File: src/logic/smc_defs.vh
// Purpose: constants for the sleep-mode controller
// Assumes: 20 MHz system clock
// Notes:   mode codes, field positions, reset values, timing counts
`ifndef SMC_DEFS_VH
`define SMC_DEFS_VH

// ***********************************************
// mode select encodings
// ***********************************************
`define SMC_MODE_IDLE    3'h0
`define SMC_MODE_NOISE   3'h1
`define SMC_MODE_PDOWN   3'h2
`define SMC_MODE_PSAVE   3'h3
`define SMC_MODE_RSVD4   3'h4
`define SMC_MODE_RSVD5   3'h5
`define SMC_MODE_STBY    3'h6
`define SMC_MODE_XSTBY   3'h7

// ***********************************************
// control register fields and reset values
// ***********************************************
`define SMC_BOSLEEP_BIT  6
`define SMC_BOSLEEP_RST  1'h0
`define SMC_MODE_RST     3'h0
`define SMC_ARM_RST      1'h0

// ***********************************************
// timing
// ***********************************************
`define SMC_CLK_MHZ      20
`define SMC_HALT_CYC     4
`define SMC_STBY_CYC     6
`define SMC_BOD_WAKE_US  60
`define SMC_BOD_WAKE_CYC (`SMC_BOD_WAKE_US * `SMC_CLK_MHZ)

`endif

File: src/logic/smc_sleep_ctrl.v
// Purpose: sleep-mode controller: mode entry, clock gating, wake-up
// Assumes: all inputs synchronous to clock; one clock domain
// Notes:   start-up delay comes in as a cycle count from the fuse logic
`timescale 1ns/10ps
`include "smc_defs.vh"

// Operation
// - sleep needs arm bit plus sleep instruction
// - mode 000 idle stops cpu, flash clocks
// - mode 001 also stops io clock
// - mode 010 stops oscillator and all clocks
// - halt four cycles past start-up on wake
// - register file and sram kept through sleep
// - reset during sleep wakes to reset vector
// - power-down wake sources are restricted
// - noise mode adds adc, timer2, store-ready wake
// - external irqs wake deep modes level only
// - timer2 runs in sleep only when asynchronous; idle keeps it running and wakes on it either way
// - adc conversion starts entering idle or noise
// - brown-out-sleep bit 6, reset zero
// - detector off after entry, on at wake
// - wake extended to 60 us after detector off
// - brown-out-sleep write needs timed enable
// - detector disable only in deep modes
// - wake level must last through start-up
// - power-down wake delay equals reset time-out
// - mode 011 power-save keeps timer2 running
// - mode 110 standby keeps oscillator when crystal selected, six cycles
// - mode 111 extended standby, six cycles
module smc_sleep_ctrl
#(
  parameter STARTUP_W = 16,
  parameter BODWAKE   = `SMC_BOD_WAKE_CYC
)
(
  // clock and reset
  input  wire                 clock,
  input  wire                 rstn,
  // core side
  input  wire                 sleepExec,
  input  wire                 sleepArmBit,
  input  wire [2:0]           sleepModeSelect,
  input  wire                 boSleepWrite,
  input  wire                 boSleepWrData,
  input  wire                 boSleepWrEnable,
  input  wire                 xtalSelected,
  input  wire [STARTUP_W-1:0] startupCycles,
  input  wire                 sleepResetReq,
  // wake sources
  input  wire                 wakeResetEvt,
  input  wire                 wakeTimeoutSup,
  input  wire                 wakeTwoWireMatch,
  input  wire                 wakeExtIrq,
  input  wire                 extIrqIsLevel,
  input  wire                 wakePinChange,
  input  wire                 wakeTimer2,
  input  wire                 timer2Async,
  input  wire                 wakeAdcDone,
  input  wire                 wakeStoreReady,
  input  wire                 wakeOtherIo,
  input  wire                 adcEnabled,
  // clock generator and detector side
  output reg                  cpuClkEn,
  output reg                  flashClkEn,
  output reg                  ioClkEn,
  output reg                  adcClkEn,
  output reg                  asyClkEn,
  output reg                  oscEn,
  output reg                  timerOscEn,
  output reg                  brownoutEn,
  output reg                  adcStartPulse,
  output reg                  coreHalt,
  output reg                  takeIrq,
  output reg                  resetVector,
  output reg                  asleep,
  output reg                  boSleepBit
);

// ***********************************************
// state
// ***********************************************
localparam ST_RUN   = 2'h0;
localparam ST_SLEEP = 2'h1;
localparam ST_WAKE  = 2'h2;

localparam CW = 12;
localparam [CW-1:0] HALT_C  = `SMC_HALT_CYC;
localparam [CW-1:0] STBY_C  = `SMC_STBY_CYC;
localparam [CW-1:0] BODW_C  = BODWAKE;

reg [1:0]           state_ff;
reg [1:0]           nxt_state;
reg [2:0]           mode_ff;
reg                 bodOff_ff;
reg                 viaReset_ff;
reg [STARTUP_W+CW-1:0] cnt_ff;
reg [STARTUP_W+CW-1:0] nxt_cnt;
reg                 deep;
reg                 wakeOk;
reg                 extOk;
reg                 t2Ok;
reg [STARTUP_W+CW-1:0] wakeLen;
reg [STARTUP_W+CW-1:0] baseLen;
reg                 planIo;
reg                 planAdc;
reg                 planAsy;
reg                 planOsc;
reg                 planTosc;
reg                 planBoOff;
reg                 planAdcGo;

wire modeValid = (sleepModeSelect != `SMC_MODE_RSVD4) &&
                 (sleepModeSelect != `SMC_MODE_RSVD5);
wire enter = sleepExec && sleepArmBit && modeValid;

// ***********************************************
// per-mode clock plan
// ***********************************************
// one row per mode; a one keeps that clock running in sleep, planBoOff turns the detector off, planAdcGo starts the adc
always @*
begin
  planIo    = 1'b0;
  planAdc   = 1'b0;
  planAsy   = 1'b0;
  planOsc   = 1'b0;
  planTosc  = 1'b0;
  planBoOff = 1'b0;
  planAdcGo = 1'b0;
  case (sleepModeSelect)
    `SMC_MODE_IDLE:
    begin
      planIo    = 1'b1;
      planAdc   = 1'b1;
      planAsy   = 1'b1;
      planOsc   = 1'b1;
      planTosc  = timer2Async;
      planAdcGo = adcEnabled;
    end
    `SMC_MODE_NOISE:
    begin
      planAdc   = 1'b1;
      planAsy   = 1'b1;
      planOsc   = 1'b1;
      planTosc  = timer2Async;
      planAdcGo = adcEnabled;
    end
    `SMC_MODE_PDOWN:
    begin
      planBoOff = boSleepBit;
    end
    `SMC_MODE_PSAVE:
    begin
      planAsy   = timer2Async;
      planTosc  = timer2Async;
      planBoOff = boSleepBit;
    end
    `SMC_MODE_STBY:
    begin
      planOsc   = xtalSelected;
      planBoOff = boSleepBit;
    end
    `SMC_MODE_XSTBY:
    begin
      planAsy   = timer2Async;
      planOsc   = xtalSelected;
      planTosc  = timer2Async;
      planBoOff = boSleepBit;
    end
    default:
      planBoOff = 1'b0;
  endcase
end

// ***********************************************
// brown-out-sleep control bit
// ***********************************************
// accepted only inside the timed enable window from the core
always @(posedge clock or negedge rstn)
begin
  if (!rstn)
    boSleepBit <= `SMC_BOSLEEP_RST;
  else if (boSleepWrite && boSleepWrEnable)
    boSleepBit <= boSleepWrData;
end

// ***********************************************
// wake qualification
// ***********************************************
always @*
begin
  deep  = (mode_ff != `SMC_MODE_IDLE);
  extOk = wakeExtIrq && (!deep || extIrqIsLevel);
  t2Ok  = wakeTimer2 && timer2Async;
  wakeOk = wakeResetEvt || wakeTimeoutSup || wakeTwoWireMatch ||
           extOk || wakePinChange;
  case (mode_ff)
    `SMC_MODE_IDLE:
      wakeOk = wakeOk || wakeTimer2 || wakeAdcDone ||
               wakeStoreReady || wakeOtherIo;
    `SMC_MODE_NOISE:
      wakeOk = wakeOk || t2Ok || wakeAdcDone ||
               wakeStoreReady;
    `SMC_MODE_PSAVE,
    `SMC_MODE_XSTBY:
      wakeOk = wakeOk || t2Ok;
    default:
      wakeOk = wakeOk;
  endcase
end

// ***********************************************
// wake length
// ***********************************************
// the oscillator survives standby only with the crystal selected, yet no fuse start-up is added either way
always @*
begin
  case (mode_ff)
    `SMC_MODE_STBY,
    `SMC_MODE_XSTBY:
      baseLen = {{STARTUP_W{1'b0}}, STBY_C};
    `SMC_MODE_IDLE,
    `SMC_MODE_NOISE:
      baseLen = {{STARTUP_W{1'b0}}, HALT_C};
    default:
      baseLen = {{CW{1'b0}}, startupCycles} +
                {{STARTUP_W{1'b0}}, HALT_C};
  endcase
  if (bodOff_ff && baseLen < {{STARTUP_W{1'b0}}, BODW_C})
    wakeLen = {{STARTUP_W{1'b0}}, BODW_C};
  else
    wakeLen = baseLen;
end

// ***********************************************
// sequencer
// ***********************************************
always @*
begin
  nxt_state = state_ff;
  nxt_cnt   = cnt_ff;
  case (state_ff)
    ST_RUN:
      if (enter)
        nxt_state = ST_SLEEP;
    ST_SLEEP:
      if (sleepResetReq || wakeOk)
      begin
        nxt_state = ST_WAKE;
        nxt_cnt   = wakeLen - 1'b1;
      end
    ST_WAKE:
      if (cnt_ff == {(STARTUP_W+CW){1'b0}})
        nxt_state = ST_RUN;
      else
        nxt_cnt = cnt_ff - 1'b1;
    default:
      nxt_state = ST_RUN;
  endcase
end

always @(posedge clock or negedge rstn)
begin
  if (!rstn)
  begin
    state_ff    <= ST_RUN;
    mode_ff     <= `SMC_MODE_RST;
    bodOff_ff   <= 1'b0;
    viaReset_ff <= 1'b0;
    cnt_ff      <= {(STARTUP_W+CW){1'b0}};
  end
  else
  begin
    state_ff <= nxt_state;
    cnt_ff   <= nxt_cnt;
    if (state_ff == ST_RUN && enter)
    begin
      mode_ff     <= sleepModeSelect;
      viaReset_ff <= 1'b0;
      bodOff_ff   <= planBoOff;
    end
    if (state_ff == ST_SLEEP && sleepResetReq)
      viaReset_ff <= 1'b1;
    if (state_ff == ST_WAKE && nxt_state == ST_RUN)
      bodOff_ff <= 1'b0;
  end
end

// ***********************************************
// outputs
// ***********************************************
// clocks only gated; storage never reset here, contents kept
always @(posedge clock or negedge rstn)
begin
  if (!rstn)
  begin
    cpuClkEn      <= 1'b1;
    flashClkEn    <= 1'b1;
    ioClkEn       <= 1'b1;
    adcClkEn      <= 1'b1;
    asyClkEn      <= 1'b1;
    oscEn         <= 1'b1;
    timerOscEn    <= 1'b1;
    brownoutEn    <= 1'b1;
    adcStartPulse <= 1'b0;
    coreHalt      <= 1'b0;
    takeIrq       <= 1'b0;
    resetVector   <= 1'b0;
    asleep        <= 1'b0;
  end
  else
  begin
    adcStartPulse <= 1'b0;
    takeIrq       <= 1'b0;
    resetVector   <= 1'b0;
    if (state_ff == ST_RUN && enter)
    begin
      asleep     <= 1'b1;
      coreHalt   <= 1'b1;
      cpuClkEn   <= 1'b0;
      flashClkEn <= 1'b0;
      ioClkEn    <= planIo;
      adcClkEn   <= planAdc;
      asyClkEn   <= planAsy;
      oscEn      <= planOsc;
      timerOscEn <= planTosc;
      brownoutEn <= !planBoOff;
      adcStartPulse <= planAdcGo;
    end
    else if (state_ff == ST_SLEEP && nxt_state == ST_WAKE)
    begin
      asleep     <= 1'b0;
      brownoutEn <= 1'b1;
      cpuClkEn   <= 1'b1;
      flashClkEn <= 1'b1;
      ioClkEn    <= 1'b1;
      adcClkEn   <= 1'b1;
      asyClkEn   <= 1'b1;
      oscEn      <= 1'b1;
      timerOscEn <= 1'b1;
    end
    else if (state_ff == ST_WAKE && nxt_state == ST_RUN)
    begin
      coreHalt <= 1'b0;
      // level gone before start-up end: wake without irq
      takeIrq  <= !viaReset_ff && wakeOk;
      resetVector <= viaReset_ff;
    end
  end
end

endmodule // smc_sleep_ctrl

File: config.mk
export PLATFORM = sky130hd
export DESIGN_NAME = smc_sleep_ctrl
export DESIGN_NICKNAME = d
export VERILOG_FILES = /design/src/logic/smc_sleep_ctrl.v
export VERILOG_INCLUDE_DIRS = /design/src /design/src/logic
export SDC_FILE = /design/constraint.sdc
export NUM_CORES = 1
export LEC_CHECK = 0
export ABC_AREA = 1
export BUFFER_PORTS_ARGS = -buffer_cell sky130_fd_sc_hd__buf_4
export CAP_MARGIN = 20
export CORE_ASPECT_RATIO = 0.6
export CORE_MARGIN = 3
export CORE_UTILIZATION = 35
export CTS_BUF_LIST = sky130_fd_sc_hd__clkbuf_2
export DETAILED_ROUTE_END_ITERATION = 10
export GPL_ROUTABILITY_DRIVEN = 0
export PLACE_DENSITY = 0.51
export RECOVER_POWER = 25
export SYNTH_ARGS = -nofsm -noshare
export SYNTH_HDL_FRONTEND = slang
export SYNTH_SLANG_ARGS = --single-unit
File: constraint.sdc
create_clock -name clock -period 2.85 [get_ports clock]
set_input_delay 0.285 -clock clock [delete_from_list [all_inputs] [get_ports clock]]
set_output_delay 0.285 -clock clock [all_outputs]
set_load 0.01 [all_outputs]
* Word level (Yosys, flattened, before mapping)
Index checks and enable logic that the tools add are counted.
Storage, ports and cells: register bits 48, bits in latches 0, memory bits (writable) 0, memory bits (read-only) 0, input port bits 40, output and inout bits 14, memories kept 0
Operators by class: $add $sub $neg 3, $mul 0, divide/modulo/power cells 0, order comparisons 1, eq/ne operators 17, shift-type cells 0, mux-type cells 41, bitwise gates (word level) 0, reductions and logical operators 48
Operator list (number):
- 28-bit two-way mux | 3
- 28-bit case mux with 2 select lines | 1
- 28-bit by 1-bit subtractor with 28-bit output, second input constant | 2
- 17-bit case mux with 2 select lines | 1
- 1-bit two-way mux | 29
- 28-bit zero test | 1
- 28-bit by 11-bit < comparator with 1-bit output, second input constant | 1
- 16-bit by 3-bit adder with 17-bit output, second input constant | 1
- 1-bit logical OR | 13
- 3-bit equality test, second input constant | 4
- 1-bit logical AND | 12
- 2-bit OR reduction | 6
- 3-bit by 2-bit equality test with 1-bit output, second input constant | 3
- 2-bit nonzero test | 4
- 4-bit OR reduction | 2
- 3-bit by 1-bit equality test with 1-bit output, second input constant | 2
- 3-bit zero test | 2
- 2-bit two-way mux | 3
- 2-bit != test, second input constant | 3
- 3-bit != test, second input constant | 2
- 2-bit case mux with 3 select lines | 1
- 2-bit equality test, second input constant | 2
- 2-bit zero test | 2
- 1-bit case mux with 2 select lines | 2
- 6 further kinds | 8

* Logic depth before layout (Yosys ltp)
depth in word-level cells 19, mapped depth 25, mapped depth without buffers 24

* Least setup slack after synthesis
No wires, ideal clock.
kind input -> register, from input port startupCycles[2], to register cnt_ff[24], library setup time 117 ps, data arrival time 2530 ps, data required time 2733 ps, setup slack 203 ps, stages 22, buffers on the path 1, cell sequence ha_1 -> nand2_1 -> nor2_1 -> nand4_1 -> nand3_2 -> nand2_2 -> nor2_2 -> nand3_4 -> buf_12 -> nand2_1 -> o21ai_2 -> inv_2 -> ha_1 -> nand3_1 -> nor2_4 -> inv_1 -> nor2_1 -> nand2_1 -> nand2_1 -> nand2_1 -> nand2_1 -> nand2_1
On the way: cells in the longest elaborated chain, start to end 8
RTL lines:
- start, declared | RTL line smc_sleep_ctrl.v:47 | input wire [STARTUP_W-1:0] startupCycles,
- 16-bit by 3-bit adder with 17-bit output * | RTL line smc_sleep_ctrl.v:225 | baseLen = {{CW{1'b0}}, startupCycles} +
- 17-bit case mux with 2 select lines * | RTL line smc_sleep_ctrl.v:217 | case (mode_ff)
- 28-bit by 11-bit < comparator with 1-bit output | RTL line smc_sleep_ctrl.v:228 | if (bodOff_ff && baseLen < {{STARTUP_W{1'b0}}, BODW_C})
- 1-bit logical AND | RTL line smc_sleep_ctrl.v:228
- 28-bit two-way mux * | RTL line smc_sleep_ctrl.v:228
- 28-bit by 1-bit subtractor with 28-bit output * | RTL line smc_sleep_ctrl.v:249 | nxt_cnt = wakeLen - 1'b1;
- 28-bit two-way mux * | RTL line smc_sleep_ctrl.v:246 | if (sleepResetReq || wakeOk)
- 28-bit case mux with 2 select lines * | RTL line smc_sleep_ctrl.v:241 | case (state_ff)
- end signal, assigned | RTL line smc_sleep_ctrl.v:269 | cnt_ff <= {(STARTUP_W+CW){1'b0}};
- end signal, assigned | RTL line smc_sleep_ctrl.v:274 | cnt_ff <= nxt_cnt;
- end, declared | RTL line smc_sleep_ctrl.v:96 | reg [STARTUP_W+CW-1:0] cnt_ff;
Mark *: on every way between the ends. The rest lies on a longest branch, timed or not. The select of a mux whose other input is x is not followed. A chain may end at the register's enable or synchronous reset.

* Worst setup path after layout
from register mode_ff[2], to register cnt_ff[14]
On the way: cells in the longest elaborated chain, start to end 14, elaborated cells between the ends (all ways) 32, classes of those cells 1 x add/sub; 1 x order compare; 5 x eq/ne; 5 x mux; 20 x reduce/logical
RTL lines:
- start, declared | RTL line smc_sleep_ctrl.v:93 | reg [2:0] mode_ff;
- start signal, assigned | RTL line smc_sleep_ctrl.v:266 | mode_ff <= `SMC_MODE_RST;
- start signal, assigned | RTL line smc_sleep_ctrl.v:277 | mode_ff <= sleepModeSelect;
- parallel branches: the longest is 14 deep, another holds 28-bit by 11-bit < comparator with 1-bit output
Parallel ways; which one is timed is not known. The select of a mux whose other input is x is not followed.

==> impl_results.md <==
- Status: finished, final reports clean
- Final min period: 2.60 ns
- Comb power frac: 0.693
- DRT Pass-1 Iters: 5
- Hold Path Class: primary input to flop
- Max reg flops: 28
- Syn Nets: 627
- Post-synthesis mux area share: 0
- Ys Warns: 0
- Synth Flop Type: dfrtp_1
- Die X: 143 um
- Setup TNS: 0 ns
- Worst-margin pin slew: 1.27 ns
- Clock-pin slew on the worst setup and hold paths: 0.26 ns
- Fin crit share: 0.913
- Number of distinct library cells after synthesis: 42
- Gr ovfl total: 0
- CTS max path bufs: 2
- Crit path DAT: 2.98 ns
- Avg Synthesized Cell Area: 6.77 sq um
- Post-route ant nets: 0
- Port bufs: 53
- Max Cap Violations: 0
- Post-synth ARST share: 1.00
- FP Rows: 29
- Static leakage: 2.42 nW
- Max Clk Rate: 0.384 GHz
- Finished Cell Area: 0.00472 sq mm
- Simple-gate share of the synthesized area: 0.452
- Crit Path Class: flop to flop
- Reg with most FFs: cnt_ff
- Net Sw Frac: 0.535
- Commonest cells in the netlist: 155 x nand2_1, 77 x nor2_1, 71 x inv_1, 41 x dfrtp_1, 34 x nand3_1
- Clk sinks: 48
- Hold WS: 0.0418 ns
- Initial Util: 0.365
- Largest net degree at the start of global routing: 49
- Sw power: 2.55 mW
- Power Total: 4.77 mW
- Total GRT Usage: 0.184
- Startpoint types: flop
- CTS tree: done
- Slowest stage delay, CP: 0.51 ns
- Final HPWL DP: 8790 um
- Largest family of logic cells by synthesized area: simple AND/OR/NAND/NOR gates
- Adder-cell share of the synthesized area: 0.0191
- Post-synthesis sequential area ratio: 0.307
- Clk_lat worst skew: 0.46 ns
- Share of the synthesized area in the top cell type: 0.261
- DRC Markers: 0
- Routed via count: 3881
- Core Area: 0.0108 sq mm
- Post-Layout Cell Count: 790
- Reg power frac: 0.243
- First-pass GRT wire length: 18200 um
- Drt total wl: 11300 um
- Iter 0 DRT Violations: 182
- Slew headroom: 0.151
- CP max-delay cell: dfrtp_2
- Nets: 695
- XOR/XNOR Fraction of Synth Area: 0.0200
- WP data required: 3.23 ns
- Slew Viols, Final: 0
- Internal power: 2.22 mW
- Post-DR wirelength/cell: 14.3 um
- Post-DP Area: 0.00454 sq mm
- Most frequent cell after synthesis: nand2_1
- H-tree levels: 2
- Cell count after placement: 771
- Number of global-route vias before repair: 3541
- Share of layout cells above drive strength 1: 0.254
- I/O pin cnt: 54
- CTS root buf: clkbuf_2
- Post-Syn Instances: 581
- Area growth, synth to finish: 20.0%
- Clock Power Share: 0.064
- Area contributors post-synth: dfrtp_1 26%, nand2_1 15%, nor2_1 7.3%
- Filler cells: 1141
- RSZ-0062 raised after global routing: false
- Area leader, netlist: dfrtp_1
- Biggest regs: cnt_ff (28), mode_ff (3), state_ff (2)
- Initial antenna violation count: 0
- Vias/cell: 4.91
- Pwr Density: 1010 mW/mm^2
- Post-synth EDFFs: 0
- Post-synthesis compound-gate area fraction: 0.102
- CP delay by family, top: simple AND/OR/NAND/NOR gates
- Peak VDD IR: 0.000360 V
- Die area: 0.0126 sq mm
- Worst Path Buf+Inv: 3
- Mapped Area: 0.00394 sq mm
- Final Setup Violations: 0
- Final Hold Viols: 0
- #FFs+latches synth: 48
- CP Cell Sequence: inv_1 > nand2_2 > nand2_4 > inv_6 > nand2_2 > nor2_1 > nor2_2 > nand2_1 > nand2_2 > nand3_4 > nand2_1 > o21ai_2 > inv_2 > ha_2 > nand3_2 > nor2_4 > nand2_4 > nor2_8 > nand3b_1 > nand3_1 > nand2_1
- CP endpoint kind: flop
- Num CTS Buffers: 5
- CP max FO: 12
- Clock skew: 0.0189 ns
- Chip height: 88.1 um
## power groups by stage
stage	Clock [mW]	Sequential, mW	Combinational [mW]
2_1_floorplan	0	1.14	2.29
3_3_place_gp	0	1.17	3.10
3_5_place_dp	0	1.17	3.10
4_1_cts	0.322	1.16	3.12
5_1_grt	0.351	1.19	3.72
6_report	0.306	1.16	3.30
## worst paths after layout
kind	cells past startpoint	to	start	slack (ns)
worst max-delay path	21	cnt_ff[14]$_DFFE_PN0P_	mode_ff[2]$_DFFE_PN0P_	0.25
worst min-delay path	3	viaReset_ff$_DFFE_PN0P_	sleepResetReq	0.04
worst max register to register	21	cnt_ff[14]$_DFFE_PN0P_	mode_ff[2]$_DFFE_PN0P_	0.25
worst min register to register	2	flashClkEn$_DFFE_PN1P_	flashClkEn$_DFFE_PN1P_	0.51
max in group asynchronous	2	mode_ff[2]$_DFFE_PN0P_	rstn	1.42
min in group asynchronous	2	cnt_ff[17]$_DFFE_PN0P_	rstn	0.57
## through the flow
| stage | setup WS, ns | util |
|---|---|---|
| after CTS | 0.124 | 0.429 |
| after global routing | 0.0135 | 0.438 |
| after floorplan | 0.203 | - |
| after detailed placement | -0.0681 | 0.421 |
| after global placement | 0.0896 | 0.421 |
| final | 0.247 | 0.438 |
## layer usage
layer  GRT usage  vias to the layer above  part of all wire
met3      0.0387                        4             0.055
met4      0.0207                        0            0.0034
met1       0.289                     1812              0.55
met5           0                        -                 0
li1            -                     1986                 -
met2       0.263                       79              0.40
## tightest hold or removal path, cell delays in order
cell     delay, ns
buf_4         0.09
nand2_1       0.04
o21ai_0       0.06
## layout by cell type, fill, tap and decap left out, types with 2 or more instances in the layout
| master | instances |
|---|---|
| a21oi_1 | 13 |
| a21oi_2 | 2 |
| a21oi_4 | 3 |
| a31oi_1 | 4 |
| and3_1 | 2 |
| buf_12 | 3 |
| buf_4 | 66 |
| clkbuf_2 | 7 |
| clkinvlp_4 | 2 |
| dfrtp_1 | 39 |
| dfrtp_2 | 2 |
| dfstp_2 | 7 |
| dlygate4sd3_1 | 4 |
| ha_1 | 5 |
| inv_1 | 70 |
| inv_2 | 8 |
| nand2_1 | 153 |
| nand2_2 | 15 |
| nand2_4 | 11 |
| nand3_1 | 33 |
| nand3_2 | 7 |
| nand3_4 | 2 |
| nand3b_1 | 5 |
| nand4_1 | 17 |
| nor2_1 | 75 |
| nor2_2 | 10 |
| nor2_4 | 10 |
| nor2_8 | 2 |
| nor3_1 | 5 |
| nor4_1 | 6 |
| o21a_1 | 3 |
| o21ai_0 | 31 |
| o21ai_1 | 6 |
| o22a_1 | 2 |
| or2_2 | 2 |
| xnor2_1 | 2 |
| xor2_1 | 7 |
## what timing repair did
action / CTS / global route
buffers inserted: 0 / 5
gates resized for setup: 0 / 13
hold buffers: 4 / 0
endpoints found under the setup margin: 0 / 22
endpoints found under the hold margin: 43 / 0
## cells by family after synthesis
logic type | after synthesis
compound gates | 67
xor+xnor | 9
fa+ha+maj | 6
buf+inv | 94
flops | 48
simple gates | 357
## final cells by class
class / count / area [sq um] / area share
Clock buffer: 6 / 30.0 / 0.00636
Inverter: 80 / 309 / 0.0654
Timing Repair Buffer: 74 / 601 / 0.127
Tap cell: 139 / 174 / 0.0368
Clock inverter: 2 / 12.5 / 0.00265
Antenna cell: 1 / 2.50 / 0.000530
Sequential cell: 48 / 1210 / 0.257
Multi-Input combinational cell: 440 / 2380 / 0.504
No activity file was read; power rests on OpenSTA's default activity.
